<file path="src/design/cle_pkg.sv">
// Package: constants, field layout and modes of the configurable logic cell.
package cle_pkg;
   localparam int CLE_ADDR_W = 12;
   localparam int CLE_DATA_W = 32;
   localparam logic [11:0] CLE_OFF_CFG = 12'h000;
   localparam logic [11:0] CLE_OFF_LUT = 12'h004;
   localparam logic [11:0] CLE_OFF_CTRL = 12'h008;
   localparam logic [11:0] CLE_OFF_STAT = 12'h00C;
   // Operating mode codes.
   localparam int CLE_OP_W = 2;
   localparam logic [1:0] CLE_OP_NORMAL = 2'h0;
   localparam logic [1:0] CLE_OP_ARITH = 2'h1;
   localparam logic [1:0] CLE_OP_UPDOWN = 2'h2;
   localparam logic [1:0] CLE_OP_CLRCNT = 2'h3;
   // Asynchronous control mode codes; 6 and 7 give no control at all.
   localparam int CLE_AC_W = 3;
   localparam logic [2:0] CLE_AC_CLEAR = 3'h0;
   localparam logic [2:0] CLE_AC_PRESET = 3'h1;
   localparam logic [2:0] CLE_AC_CLRPRE = 3'h2;
   localparam logic [2:0] CLE_AC_LDCLR = 3'h3;
   localparam logic [2:0] CLE_AC_LDPRE = 3'h4;
   localparam logic [2:0] CLE_AC_LOAD = 3'h5;
   // Configuration word fields.
   localparam int CLE_F_OP = 0;
   localparam int CLE_F_AC = 2;
   localparam int CLE_F_PACK = 5;
   localparam int CLE_F_INSEL = 6;
   localparam int CLE_F_CASC = 7;
   localparam int CLE_F_LSEL = 8;
   localparam int CLE_F_GSEL = 9;
   localparam int CLE_F_PINV = 10;
   localparam int CLE_F_GREN = 11;
   localparam int CLE_F_GRPRE = 12;
   localparam int CLE_CFG_W = 13;
   localparam logic [12:0] CLE_CFG_RST = 13'h0000;
   // Table mask: low half is the first three-input table, high half the second.
   localparam int CLE_LUT_W = 16;
   localparam int CLE_HALF_W = 8;
   localparam logic [15:0] CLE_LUT_RST = 16'h0000;
   // Control and status fields.
   localparam int CLE_F_RUN = 0;
   localparam int CLE_S_Q = 0;
   localparam int CLE_S_COMB = 1;
   localparam int CLE_S_COUT = 2;
   localparam int CLE_S_CASC = 3;
   localparam int CLE_S_BUS = 4;
   localparam int CLE_S_RUN = 5;
   // Emulated bus.
   localparam int CLE_BUS_N = 4;
   localparam logic CLE_BUS_IDLE = 1'b1;
   localparam logic CLE_BUS_FIGHT = 1'b0;
endpackage

</file>
<file path="src/design/cle_cell.sv">
// Configurable logic cell with table, chains, packed register and an APB register file.
`timescale 1ns/1ps
module cle_cell #(
   parameter int BUS_N = cle_pkg::CLE_BUS_N
) (
   input wire logic pclk, // Clock
   input wire logic presetn, // Asynchronous reset, low active
   input wire logic psel, // APB select
   input wire logic penable, // APB enable
   input wire logic pwrite, // APB direction
   input wire logic [cle_pkg::CLE_ADDR_W-1:0] paddr, // APB byte address
   input wire logic [cle_pkg::CLE_DATA_W-1:0] pwdata, // APB write data
   output logic [cle_pkg::CLE_DATA_W-1:0] prdata, // APB read data
   output logic pready, // APB ready
   output logic pslverr, // APB error
   input wire logic data_a, // First data input
   input wire logic data_b, // Second data input
   input wire logic async_load_data_input, // Third data input, load data
   input wire logic direct_register_input, // Fourth data input
   input wire logic cell_clock_enable, // Register clock enable
   input wire logic carry_in, // Carry from previous cell
   input wire logic cascade_in, // Cascade from previous cell
   input wire logic block_control_first_n, // First group control line
   input wire logic block_control_second_n, // Second group control line
   input wire logic chip_reset_n, // Chip-wide reset
   input wire logic [BUS_N-1:0] bus_drive_data, // Emulated bus values
   input wire logic [BUS_N-1:0] bus_drive_en, // Emulated bus enables
   output logic local_out, // Output to local routing
   output logic global_out, // Output to global routing
   output logic carry_out, // Carry to next cell
   output logic cascade_out, // Cascade to next cell
   output logic bus_out // Resolved emulated bus
);
   import cle_pkg::*;

   logic [CLE_CFG_W-1:0] cfg_q;
   logic [CLE_LUT_W-1:0] lut_q;
   logic run_q;
   logic raw_q;
   logic raw_d;
   logic local_q;
   logic global_q;
   logic carry_q;
   logic casc_q;
   logic bus_q;
   logic [CLE_DATA_W-1:0] prdata_q;
   logic [CLE_DATA_W-1:0] rd_d;
   logic pready_q;
   logic pslverr_q;
   logic err_d;
   logic acc;
   logic wr;
   logic [CLE_OP_W-1:0] op;
   logic [CLE_AC_W-1:0] ac;
   logic ctl1;
   logic ctl2;
   logic inv;
   logic q_eff;
   logic in3;
   logic [3:0] idx4;
   logic [2:0] idx_ar;
   logic [2:0] idx_cn;
   logic lut4_out;
   logic sum;
   logic acarry;
   logic third;
   logic cnt_next;
   logic cnt_carry;
   logic cnt_sel;
   logic comb_out;
   logic reg_in;
   logic cout_d;
   logic casc_d;
   logic g_rst;
   logic a_clr;
   logic a_ld;
   logic reg_next;
   logic bus_val;

   function automatic logic lut3(input logic [CLE_HALF_W-1:0] m, input logic [2:0] i);
      return m[i];
   endfunction

   assign op = cfg_q[CLE_F_OP +: CLE_OP_W];
   assign ac = cfg_q[CLE_F_AC +: CLE_AC_W];

   // Control lines are active low, so an unused line tied high never acts.
   assign ctl1 = ~block_control_first_n;
   assign ctl2 = ~block_control_second_n;

   // Preset built from the clear path keeps the stored bit inverted.
   assign inv = (ac == CLE_AC_LDPRE) | ((ac == CLE_AC_PRESET) & cfg_q[CLE_F_PINV]);
   assign q_eff = raw_q ^ inv;

   // Normal mode table inputs.
   assign in3 = cfg_q[CLE_F_INSEL] ? carry_in : async_load_data_input;
   assign idx4 = {direct_register_input, in3, data_b, data_a};
   assign lut4_out = lut_q[idx4];

   // Arithmetic mode: the table splits into sum and carry halves.
   assign idx_ar = {carry_in, data_b, data_a};
   assign sum = lut3(lut_q[CLE_HALF_W-1:0], idx_ar);
   assign acarry = lut3(lut_q[CLE_LUT_W-1:CLE_HALF_W], idx_ar);

   // Counter modes: direction comes from the cascade input only in up/down mode.
   assign third = (op == CLE_OP_UPDOWN) ? cascade_in : 1'b1;
   assign idx_cn = {third, carry_in, q_eff};
   assign cnt_next = lut3(lut_q[CLE_HALF_W-1:0], idx_cn);
   assign cnt_carry = lut3(lut_q[CLE_LUT_W-1:CLE_HALF_W], idx_cn);
   assign cnt_sel = direct_register_input ? data_b : (data_a ? cnt_next : q_eff);

   always_comb begin
      comb_out = lut4_out;
      reg_in = lut4_out;
      cout_d = carry_in;
      unique case (op)
         CLE_OP_NORMAL: begin
            comb_out = lut4_out;
            reg_in = cfg_q[CLE_F_PACK] ? direct_register_input : lut4_out;
            cout_d = carry_in;
         end
         CLE_OP_ARITH: begin
            comb_out = sum;
            reg_in = sum;
            cout_d = acarry;
         end
         CLE_OP_UPDOWN: begin
            comb_out = cnt_next;
            reg_in = cnt_sel;
            cout_d = cnt_carry;
         end
         CLE_OP_CLRCNT: begin
            comb_out = cnt_next;
            reg_in = cnt_sel & cascade_in;
            cout_d = cnt_carry;
         end
      endcase
   end

   // The cascade input is a counter control in the counter modes, so it is only merged in the other two.
   always_comb begin
      casc_d = comb_out;
      if (cfg_q[CLE_F_CASC] && (op == CLE_OP_NORMAL || op == CLE_OP_ARITH)) begin
         casc_d = comb_out & cascade_in;
      end
   end

   always_comb begin
      a_clr = 1'b0;
      a_ld = 1'b0;
      unique case (ac)
         CLE_AC_CLEAR: begin
            a_clr = ctl1 | ctl2;
         end
         CLE_AC_PRESET: begin
            if (cfg_q[CLE_F_PINV]) begin
               a_clr = ctl1;
            end else begin
               a_ld = ctl1;
            end
         end
         CLE_AC_CLRPRE, CLE_AC_LDCLR, CLE_AC_LDPRE: begin
            a_clr = ctl2;
            a_ld = ctl1;
         end
         CLE_AC_LOAD: begin
            a_ld = ctl1;
         end
         default: begin
            a_clr = 1'b0;
            a_ld = 1'b0;
         end
      endcase
   end

   assign g_rst = cfg_q[CLE_F_GREN] & ~chip_reset_n;

   // The asynchronous controls act on the next edge; clear beats load, and both beat the clock enable.
   always_comb begin
      raw_d = raw_q;
      if (g_rst) begin
         raw_d = cfg_q[CLE_F_GRPRE] ^ inv;
      end else if (a_clr) begin
         raw_d = 1'b0;
      end else if (a_ld) begin
         raw_d = async_load_data_input ^ inv;
      end else if (run_q && cell_clock_enable) begin
         raw_d = reg_in ^ inv;
      end
   end

   assign reg_next = raw_d ^ inv;

   always_ff @(posedge pclk or negedge presetn) begin
      if (!presetn) begin
         raw_q <= 1'b0;
      end else begin
         raw_q <= raw_d;
      end
   end

   cle_tribus #(.N(BUS_N)) u_bus (
      .drv_data(bus_drive_data),
      .drv_en(bus_drive_en),
      .bus_level(bus_val)
   );

   // Registered outputs delay table paths by one cycle; register paths show the same value as the cell register.
   always_ff @(posedge pclk or negedge presetn) begin
      if (!presetn) begin
         local_q <= 1'b0;
         global_q <= 1'b0;
         carry_q <= 1'b0;
         casc_q <= 1'b0;
         bus_q <= 1'b0;
      end else begin
         local_q <= cfg_q[CLE_F_LSEL] ? reg_next : comb_out;
         global_q <= cfg_q[CLE_F_GSEL] ? reg_next : comb_out;
         carry_q <= cout_d;
         casc_q <= casc_d;
         bus_q <= bus_val;
      end
   end

   assign local_out = local_q;
   assign global_out = global_q;
   assign carry_out = carry_q;
   assign cascade_out = casc_q;
   assign bus_out = bus_q;

   // APB slave with one wait state so that every answer comes from a flip-flop.
   assign acc = psel & penable & ~pready_q;
   assign wr = psel & penable & pready_q & pwrite & ~pslverr_q;

   always_comb begin
      rd_d = '0;
      err_d = 1'b0;
      unique case (paddr)
         CLE_OFF_CFG: begin
            rd_d[CLE_CFG_W-1:0] = cfg_q;
            err_d = pwrite & run_q;
         end
         CLE_OFF_LUT: begin
            rd_d[CLE_LUT_W-1:0] = lut_q;
            err_d = pwrite & run_q;
         end
         CLE_OFF_CTRL: begin
            rd_d[CLE_F_RUN] = run_q;
         end
         CLE_OFF_STAT: begin
            rd_d[CLE_S_Q] = q_eff;
            rd_d[CLE_S_COMB] = comb_out;
            rd_d[CLE_S_COUT] = carry_q;
            rd_d[CLE_S_CASC] = casc_q;
            rd_d[CLE_S_BUS] = bus_q;
            rd_d[CLE_S_RUN] = run_q;
            err_d = pwrite;
         end
         default: begin
            err_d = 1'b1;
         end
      endcase
   end

   always_ff @(posedge pclk or negedge presetn) begin
      if (!presetn) begin
         pready_q <= 1'b0;
         pslverr_q <= 1'b0;
         prdata_q <= '0;
      end else begin
         pready_q <= acc;
         pslverr_q <= acc ? err_d : 1'b0;
         if (acc) begin
            prdata_q <= pwrite ? '0 : rd_d;
         end
      end
   end

   assign prdata = prdata_q;
   assign pready = pready_q;
   assign pslverr = pslverr_q;

   // Table and mode changes are refused while the cell runs, so a running cell never sees them move.
   always_ff @(posedge pclk or negedge presetn) begin
      if (!presetn) begin
         cfg_q <= CLE_CFG_RST;
      end else if (wr && paddr == CLE_OFF_CFG) begin
         cfg_q <= pwdata[CLE_CFG_W-1:0];
      end
   end

   always_ff @(posedge pclk or negedge presetn) begin
      if (!presetn) begin
         lut_q <= CLE_LUT_RST;
      end else if (wr && paddr == CLE_OFF_LUT) begin
         lut_q <= pwdata[CLE_LUT_W-1:0];
      end
   end

   always_ff @(posedge pclk or negedge presetn) begin
      if (!presetn) begin
         run_q <= 1'b0;
      end else if (wr && paddr == CLE_OFF_CTRL) begin
         run_q <= pwdata[CLE_F_RUN];
      end
   end
endmodule // cle_cell

</file>
<file path="src/design/cle_tribus.sv">
// Emulated internal three-state bus built as a multiplexer.
`timescale 1ns/1ps
module cle_tribus #(
   parameter int N = cle_pkg::CLE_BUS_N
) (
   input wire logic [N-1:0] drv_data, // Driver values
   input wire logic [N-1:0] drv_en, // Driver enables, high active
   output logic bus_level // Resolved bus value
);
   import cle_pkg::*;

   logic seen;
   logic multi;
   logic pick;

   // A real floating or contended wire is never produced; the selector gives a defined level instead.
   always_comb begin
      seen = 1'b0;
      multi = 1'b0;
      pick = 1'b0;
      for (int i = 0; i < N; i++) begin
         if (drv_en[i]) begin
            multi = multi | seen;
            seen = 1'b1;
            pick = drv_data[i];
         end
      end
      if (multi) begin
         bus_level = CLE_BUS_FIGHT;
      end else if (!seen) begin
         bus_level = CLE_BUS_IDLE;
      end else begin
         bus_level = pick;
      end
   end
endmodule // cle_tribus

</file>
<file path="config.mk">
export PLATFORM = sky130hd
export DESIGN_NAME = cle_cell
export DESIGN_NICKNAME = d
export VERILOG_FILES = /design/src/design/cle_pkg.sv /design/src/design/cle_cell.sv /design/src/design/cle_tribus.sv
export SDC_FILE = /design/constraint.sdc
export NUM_CORES = 1
export LEC_CHECK = 0
export BUFFER_PORTS_ARGS = -buffer_cell sky130_fd_sc_hd__buf_4
export CAP_MARGIN = 20
export CORE_ASPECT_RATIO = 1.1
export CORE_MARGIN = 2
export CORE_UTILIZATION = 46
export DETAILED_ROUTE_END_ITERATION = 6
export PLACE_DENSITY = 0.77
export SLEW_MARGIN = 40
export SYNTH_ARGS = -nofsm -noshare
export SYNTH_HDL_FRONTEND = slang
export SYNTH_SLANG_ARGS = --single-unit
</file>
<file path="constraint.sdc">
create_clock -name pclk -period 2.05 [get_ports pclk]
set_input_delay 0.205 -clock pclk [delete_from_list [all_inputs] [get_ports pclk]]
set_output_delay 0.205 -clock pclk [all_outputs]
set_load 0.05 [all_outputs]
</file>
### Word-level counts from Yosys, hierarchy flattened

Index checks and enable logic that the tools add are counted.
Widths: inputs -> output; s select.

| word-level totals | value |
|---|---|
| bits in registers | 70 |
| latch bits | 0 |
| bits in writable memories | 0 |
| bits in read-only memories | 0 |
| input port bits | 67 |
| output and inout port bits | 39 |
| memories kept | 0 |

| operators by class | value |
|---|---|
| add/sub/neg operators | 0 |
| multiply operators | 0 |
| div/mod/pow operators | 0 |
| $lt $le $gt $ge | 3 |
| eq/ne operators | 11 |
| shifts and indexed selects | 0 |
| muxes and demuxes | 49 |
| bitwise operators | 24 |
| reduce and logical (&&, ||, !) cells | 13 |

Operators with widths:

| cell | number |
|---|---|
| $mux 1 | 33 |
| $eq 12x4->1 const B | 2 |
| $mux 16 | 1 |
| $pmux 5 s3 | 1 |
| $pmux 7 s2 | 1 |
| $bmux 1 s3 | 4 |
| $eq 12x3->1 const B | 1 |
| $logic_not 12->1 | 1 |
| $pmux 1 s3 | 4 |
| $and 1x1->1 | 10 |
| $lt 3x4->1 const B | 2 |
| $pmux 1 s4 | 2 |
| $eq 3x2->1 const B | 2 |
| $eq 3x3->1 const B | 2 |
| $logic_and 1x1->1 | 5 |
| $lt 4x5->1 const B | 1 |
| $not 1->1 | 5 |
| $xor 1x1->1 | 5 |
| $bmux 1 s4 | 1 |
| $eq 2x2->1 const B | 2 |
| $or 1x1->1 | 4 |
| $reduce_or 2->1 | 2 |
| $reduce_or 4->1 | 1 |
| $eq 3x1->1 const B | 1 |
| other kinds (7) | 7 |

### Depth between registers and ports, before layout

| depth | value |
|---|---|
| word-level depth | 17 |
| depth in mapped cells | 10 |
| gate-level depth less buffers | 8 |

### Hierarchy

Synthesis repeated with hierarchy kept, for this count alone.

| second synthesis, totals | value |
|---|---|
| cells, all modules | 280 |
| area total of the unflattened synthesis | 3113.0 um^2 |

Modules (own cells, without submodules):

| module | times used | cells each | area an instance (um^2) | seq. area each (um^2) |
|---|---|---|---|---|
| cle_cell | 1 | 272 | 3052.9 | 1351.3 |
| cle_tribus | 1 | 8 | 60.1 | 0.0 |

### Worst setup path before layout

OpenSTA, ideal clock, no wires.

| path | value |
|---|---|
| path kind | register -> register |
| start point | register cfg_q[10] |
| end point | register global_q (netlist: global_out) |
| data arrival time | 2.069 ns |
| required time | 1.968 ns |
| path slack | -0.101 ns |
| cell stages (with the launch flop) | 9 |
| clock period less this slack | 2.151 ns |
| cells stage by stage | dfrtp_1 > clkbuf_1 > a31oi_2 > mux2_2 > a211oi_1 > nand2_1 > and3_1 > mux2_2 > a31oi_1 |

| between the ends | value |
|---|---|
| longest elaborated chain between the ends | 16 |
| elaborated cells between the ends (all ways) | 23 |

RTL lines:

| item | RTL line | text |
|---|---|---|
| from (decl) | cle_cell.sv:36 | `logic [CLE_CFG_W-1:0] cfg_q;` |
| from (signal assigned) | cle_cell.sv:288 | `cfg_q <= pwdata[CLE_CFG_W-1:0];` |
| $and 1x1->1 | cle_cell.sv:92 | `assign inv = (ac == CLE_AC_LDPRE) \| ((ac == CLE_AC_PRESET) & cfg_q[CLE_F_PINV]);` |
| $or 1x1->1 | cle_cell.sv:92 |  |
| $xor 1x1->1 | cle_cell.sv:93 | `assign q_eff = raw_q ^ inv;` |
| $bmux 1 s3 | cle_cell.sv:81 | `return m[i];` |
| $mux 1 (implied by the code) | cle_cell.sv:81 |  |
| $mux 1 (2 in a row) | cle_cell.sv:110 | `assign cnt_sel = direct_register_input ? data_b : (data_a ? cnt_next : q_eff);` |
| $and 1x1->1 | cle_cell.sv:134 | `reg_in = cnt_sel & cascade_in;` |
| $pmux 1 s4 | cle_cell.sv:116 | `unique case (op)` |
| $xor 1x1->1 | cle_cell.sv:188 | `raw_d = reg_in ^ inv;` |
| $mux 1 | cle_cell.sv:187 | `end else if (run_q && cell_clock_enable) begin` |
| $mux 1 | cle_cell.sv:185 | `end else if (a_ld) begin` |
| $mux 1 | cle_cell.sv:183 | `end else if (a_clr) begin` |
| $mux 1 | cle_cell.sv:181 | `if (g_rst) begin` |
| $xor 1x1->1 | cle_cell.sv:192 | `assign reg_next = raw_d ^ inv;` |
| $mux 1 * | cle_cell.sv:218 | `global_q <= cfg_q[CLE_F_GSEL] ? reg_next : comb_out;` |
| to (signal assigned) | cle_cell.sv:218 |  |
| to (decl) | cle_cell.sv:42 | `logic global_q;` |

Every way passes the cells marked *; elsewhere a longest branch is shown, timed or not. The select of a mux whose other input is x is not followed.
A chain may end at the register's enable or synchronous reset.

### Worst setup path in the final report

| path | value |
|---|---|
| start point | register cfg_q[3] |
| end point | register raw_q |

| between the ends | value |
|---|---|
| longest elaborated chain between the ends | 15 |
| elaborated cells between the ends (all ways) | 26 |

RTL lines:

| item | RTL line | text |
|---|---|---|
| $eq 3x1->1 | cle_cell.sv:92, cle_cell.sv:151 |  |
| $and 1x1->1 | cle_cell.sv:92 |  |
| $or 1x1->1 | cle_cell.sv:92 |  |
| $xor 1x1->1 | cle_cell.sv:93 |  |
| $bmux 1 s3 | cle_cell.sv:81 |  |
| $mux 1 (implied by the code) | cle_cell.sv:81 |  |
| $mux 1 (2 in a row) | cle_cell.sv:110 |  |
| $and 1x1->1 | cle_cell.sv:134 |  |
| $pmux 1 s4 | cle_cell.sv:116 |  |
| $xor 1x1->1 | cle_cell.sv:188 |  |
| $mux 1 | cle_cell.sv:187 |  |
| $mux 1 | cle_cell.sv:185 |  |
| $mux 1 | cle_cell.sv:183 |  |
| $mux 1 * | cle_cell.sv:181 |  |
| net raw_d | cle_cell.sv:40 | `logic raw_d;` |
| to (signal assigned) | cle_cell.sv:198 | `raw_q <= raw_d;` |
| to (decl) | cle_cell.sv:39 | `logic raw_q;` |

Mark *: on every way through the listed nets, which the timed path passes. The rest lies on a longest branch. The select of a mux whose other input is x is not followed.

==> results.yml <==
outcome:
  status: "finished, violations left"
  violations: "setup timing"
logic_synthesis:
  postSynth.asyncResetShare_pct: 100.0
  syn_inst: 308
  synth_cell_type_count: 56
  synth_ff_type: "dfrtp_1"
  synth_edf_count: 0
  ys_ff_latch: 54
  yosys_warnings: 0
  syn-cell-area_um2: 3222
  ys_seq_area_share_pct: 41.94
  syn_avg_cell_area_um2: 10.46
cells_and_area:
  layout_commonest_cell: "buf_4"
  area_growth_pct: 32.31
  fillers: 566
  fin_area_um2: 4263
  fin_nets: 483
  drive_above_1_share_pct: 44.60
  antennaDiodeCount: 0
  layout_common_cells: "buf_4 (115), dfrtp_1 (50), mux2_2 (32)"
clock_tree:
  cts_buffer_depth: 2
  cts_buffers: 5
  cts_tree: "yes"
  clk_pin_slew_ns: 0.10
  clk_latency_ns: 0.31
  clock-sinks: 54
  h-tree-depth: 2
  cts-root-buf: "clkbuf_8"
drt:
  first_pass_iters: 4
  drtAntennaViolNets: 0
  vias: 2827
  wl_mm: 8.455
  wire_per_inst_um: 16.84
  drt_iter0_drc: 170
  drt-vias-per-instance: 5.631
  drc: 0
place:
  dp_slack_ns: -0.2262
  io_buffers: 73
  gp_congestion: 0.8307
  place_area_um2: 4065
  detailed_place_hpwl_mm: 6.309
floorplan:
  core-area_um2: 6887
  die_w_um: 83.80
  ioPinCount: 106
  rows: 32
  dieArea_um2: 7690
  die_h_um: 91.78
  start_util_pct: 46.78
worst_setup_path:
  required_ns: 2.27
  crit_path_end_kind: "flop"
  slowest_delay_ns: 0.52
  crit_chain: "or4b_1 > o2111a_1 > a22oi_2 > a21oi_2 > o211ai_1 > a32oi_2 > nand2b_4 > a31oi_1"
  cp_slowest_cell: "or4b_1"
  crit_type: "reg -> reg"
  cp-start-kind: "flop"
  r2r_slack_ns: -0.24
  crit_arrival_ns: 2.51
  worst-path-max-fanout: 8
timing:
  period_minus_slack_ns: 2.285
  skew_ns: 0.006975
  setup_viol: 6
  rsz0062_at_grt: "true"
  relSlewSlack_pct: 54.01
  hold_viol_final: 0
  tightest_slew_ns: 0.6899
  timing.final.ws_setup_ns: -0.2352
  final-max-slew-violation-count: 0
  fmax_mhz: 437.6
  period_share_pct: 111.5
global_routing:
  first_global_vias: 2871
  grt_max_degree: 55
  grt-ovfl-total: 0
  antenna_found_initial: 0
  grt_pass1_wl_mm: 13.71
  track_usage_pct: 22.11
pwr:
  p_int_mw: 1.485
  power_leakage_nw: 2.116
  power_density_nw_per_um2: 475.0
  power_frac_seq_pct: 52.9
  ir_worst_vdd_uv: 399.4
  pwr-share-clk_pct: 33.0
  power_mw: 2.025
  switchingPower_uw: 539.7
  p_sw_share_pct: 26.65
  comb_power_share_pct: 14.1
hold_path:
  hp-class: "in -> reg"
run:
  cap_violations: 0
==> flip-flops by register name, summed over array words and instances, names as in the netlist <==
signal	cells
bus_out	1
carry_out	1
cascade_out	1
cfg_q	13
global_out	1
local_out	1
lut_q	16
prdata	16
pready	1
pslverr	1
raw_q	1
run_q	1
==> worst paths after layout <==
path	cells past startpoint	end	start
worst max-delay path	8	raw_q$_DFF_PN0_	cfg_q[3]$_DFFE_PN0P_
worst min-delay path	2	lut_q[15]$_DFFE_PN0P_	pwdata[15]
worst max register to register	8	raw_q$_DFF_PN0_	cfg_q[3]$_DFFE_PN0P_
worst min register to register	1	cascade_out$_DFF_PN0_	cfg_q[7]$_DFFE_PN0P_
max in group asynchronous	2	lut_q[1]$_DFFE_PN0P_	presetn
min in group asynchronous	2	prdata[8]$_DFFE_PN0P_	presetn
==> power groups by stage <==
stage | clock network [mW] | registers [mW] | logic, mW
final | 0.668 | 1.07 | 0.285
after global routing | 0.713 | 1.07 | 0.306
after CTS | 0.677 | 1.07 | 0.280
after detailed placement | 0 | 1.09 | 0.278
after global placement | 0 | 1.09 | 0.274
after floorplan | 0 | 1.11 | 0.152
==> kinds of logic after synthesis <==
logic type,Yosys count,synth area share (%)
and+or+nand+nor,79,12.43
AOI/OAI and AO/OA,72,14.91
muxes,60,23.11
DFF,54,41.94
buffers and inverters,40,6.952
xor gates and xnor gates,2,0.5438
other,1,0.1164
==> layer usage <==
layer	up-vias	track usage [%]	routed length, µm
li1	1312	-	-
met1	1403	27.94	3439
met2	87	38.67	4438
met3	25	3.600	383
met4	0	7.258	194
met5	-	0	0
==> timing repair <==
item                                    in CTS  in global routing
pin swaps                                    1                  6
buffers inserted                             1                  2
hold buffers                                 1                  0
resized for setup                            4                 19
endpoints found under the setup margin       7                  7
hold endpoints to repair                    54                  0
cloned                                       0                  0
==> cell type report <==
cell class | count | area, µm² | area share [%]
inverters | 8 | 30.03 | 0.7044
repair buffers | 118 | 889.6 | 20.87
multi-input cells | 229 | 1775 | 41.65
clock inverters | 1 | 8.758 | 0.2055
clock buffers | 7 | 96.34 | 2.260
flip-flops and latches | 54 | 1356 | 31.82
well taps | 85 | 106.4 | 2.495
==> cells in the mapped netlist (2+ instances only) <==
master / count / share of area, %
a22o_1: 5 / 1.4
nor3_1: 2 / 0.31
clkbuf_1: 8 / 0.93
buf_1: 2 / 0.23
nand2_1: 25 / 2.9
nand3_1: 3 / 0.47
mux2_2: 33 / 12
nand2b_1: 3 / 0.58
a32o_1: 3 / 0.93
o22ai_1: 2 / 0.39
a31oi_1: 5 / 0.97
mux4_1: 4 / 3.3
nor2_1: 19 / 2.2
nor4_1: 5 / 0.97
o31ai_1: 2 / 0.47
a32oi_1: 2 / 0.54
and2_1: 3 / 0.58
inv_1: 8 / 0.93
o211ai_1: 2 / 0.47
buf_4: 16 / 3.7
o221ai_1: 3 / 0.82
mux4_2: 3 / 2.1
dfrtp_1: 54 / 42
mux2i_1: 20 / 6.2
or2_2: 2 / 0.39
buf_2: 5 / 0.78
a21oi_1: 15 / 2.3
nor4b_1: 2 / 0.54
nor2b_1: 6 / 1.2
o21ai_0: 20 / 3.1
==> per-stage QoR <==
| stage | std cells | TNS [ns] | utilization [%] | hold slack (ns) |
|---|---|---|---|---|
| after global routing | 502 | -1.279 | 61.90 | 0.1183 |
| after CTS | 500 | -0.7047 | 61.06 | 0.1251 |
| after global placement | 490 | -0.7964 | 59.03 | 0.2899 |
| after floorplan | 323 | 0 | - | -0.09059 |
| after detailed placement | 490 | -1.014 | 59.03 | 0.2882 |
| final | 502 | -0.7646 | 61.90 | 0.1294 |
==> worst max-delay path: cells and delay by family, from the launching register on <==
family	cells	cell delay (ns)
DFF	1	0.48
AOI/OAI and AO/OA	6	1.04
and+or+nand+nor	2	0.68
Power figures use the tool's default switching activity.
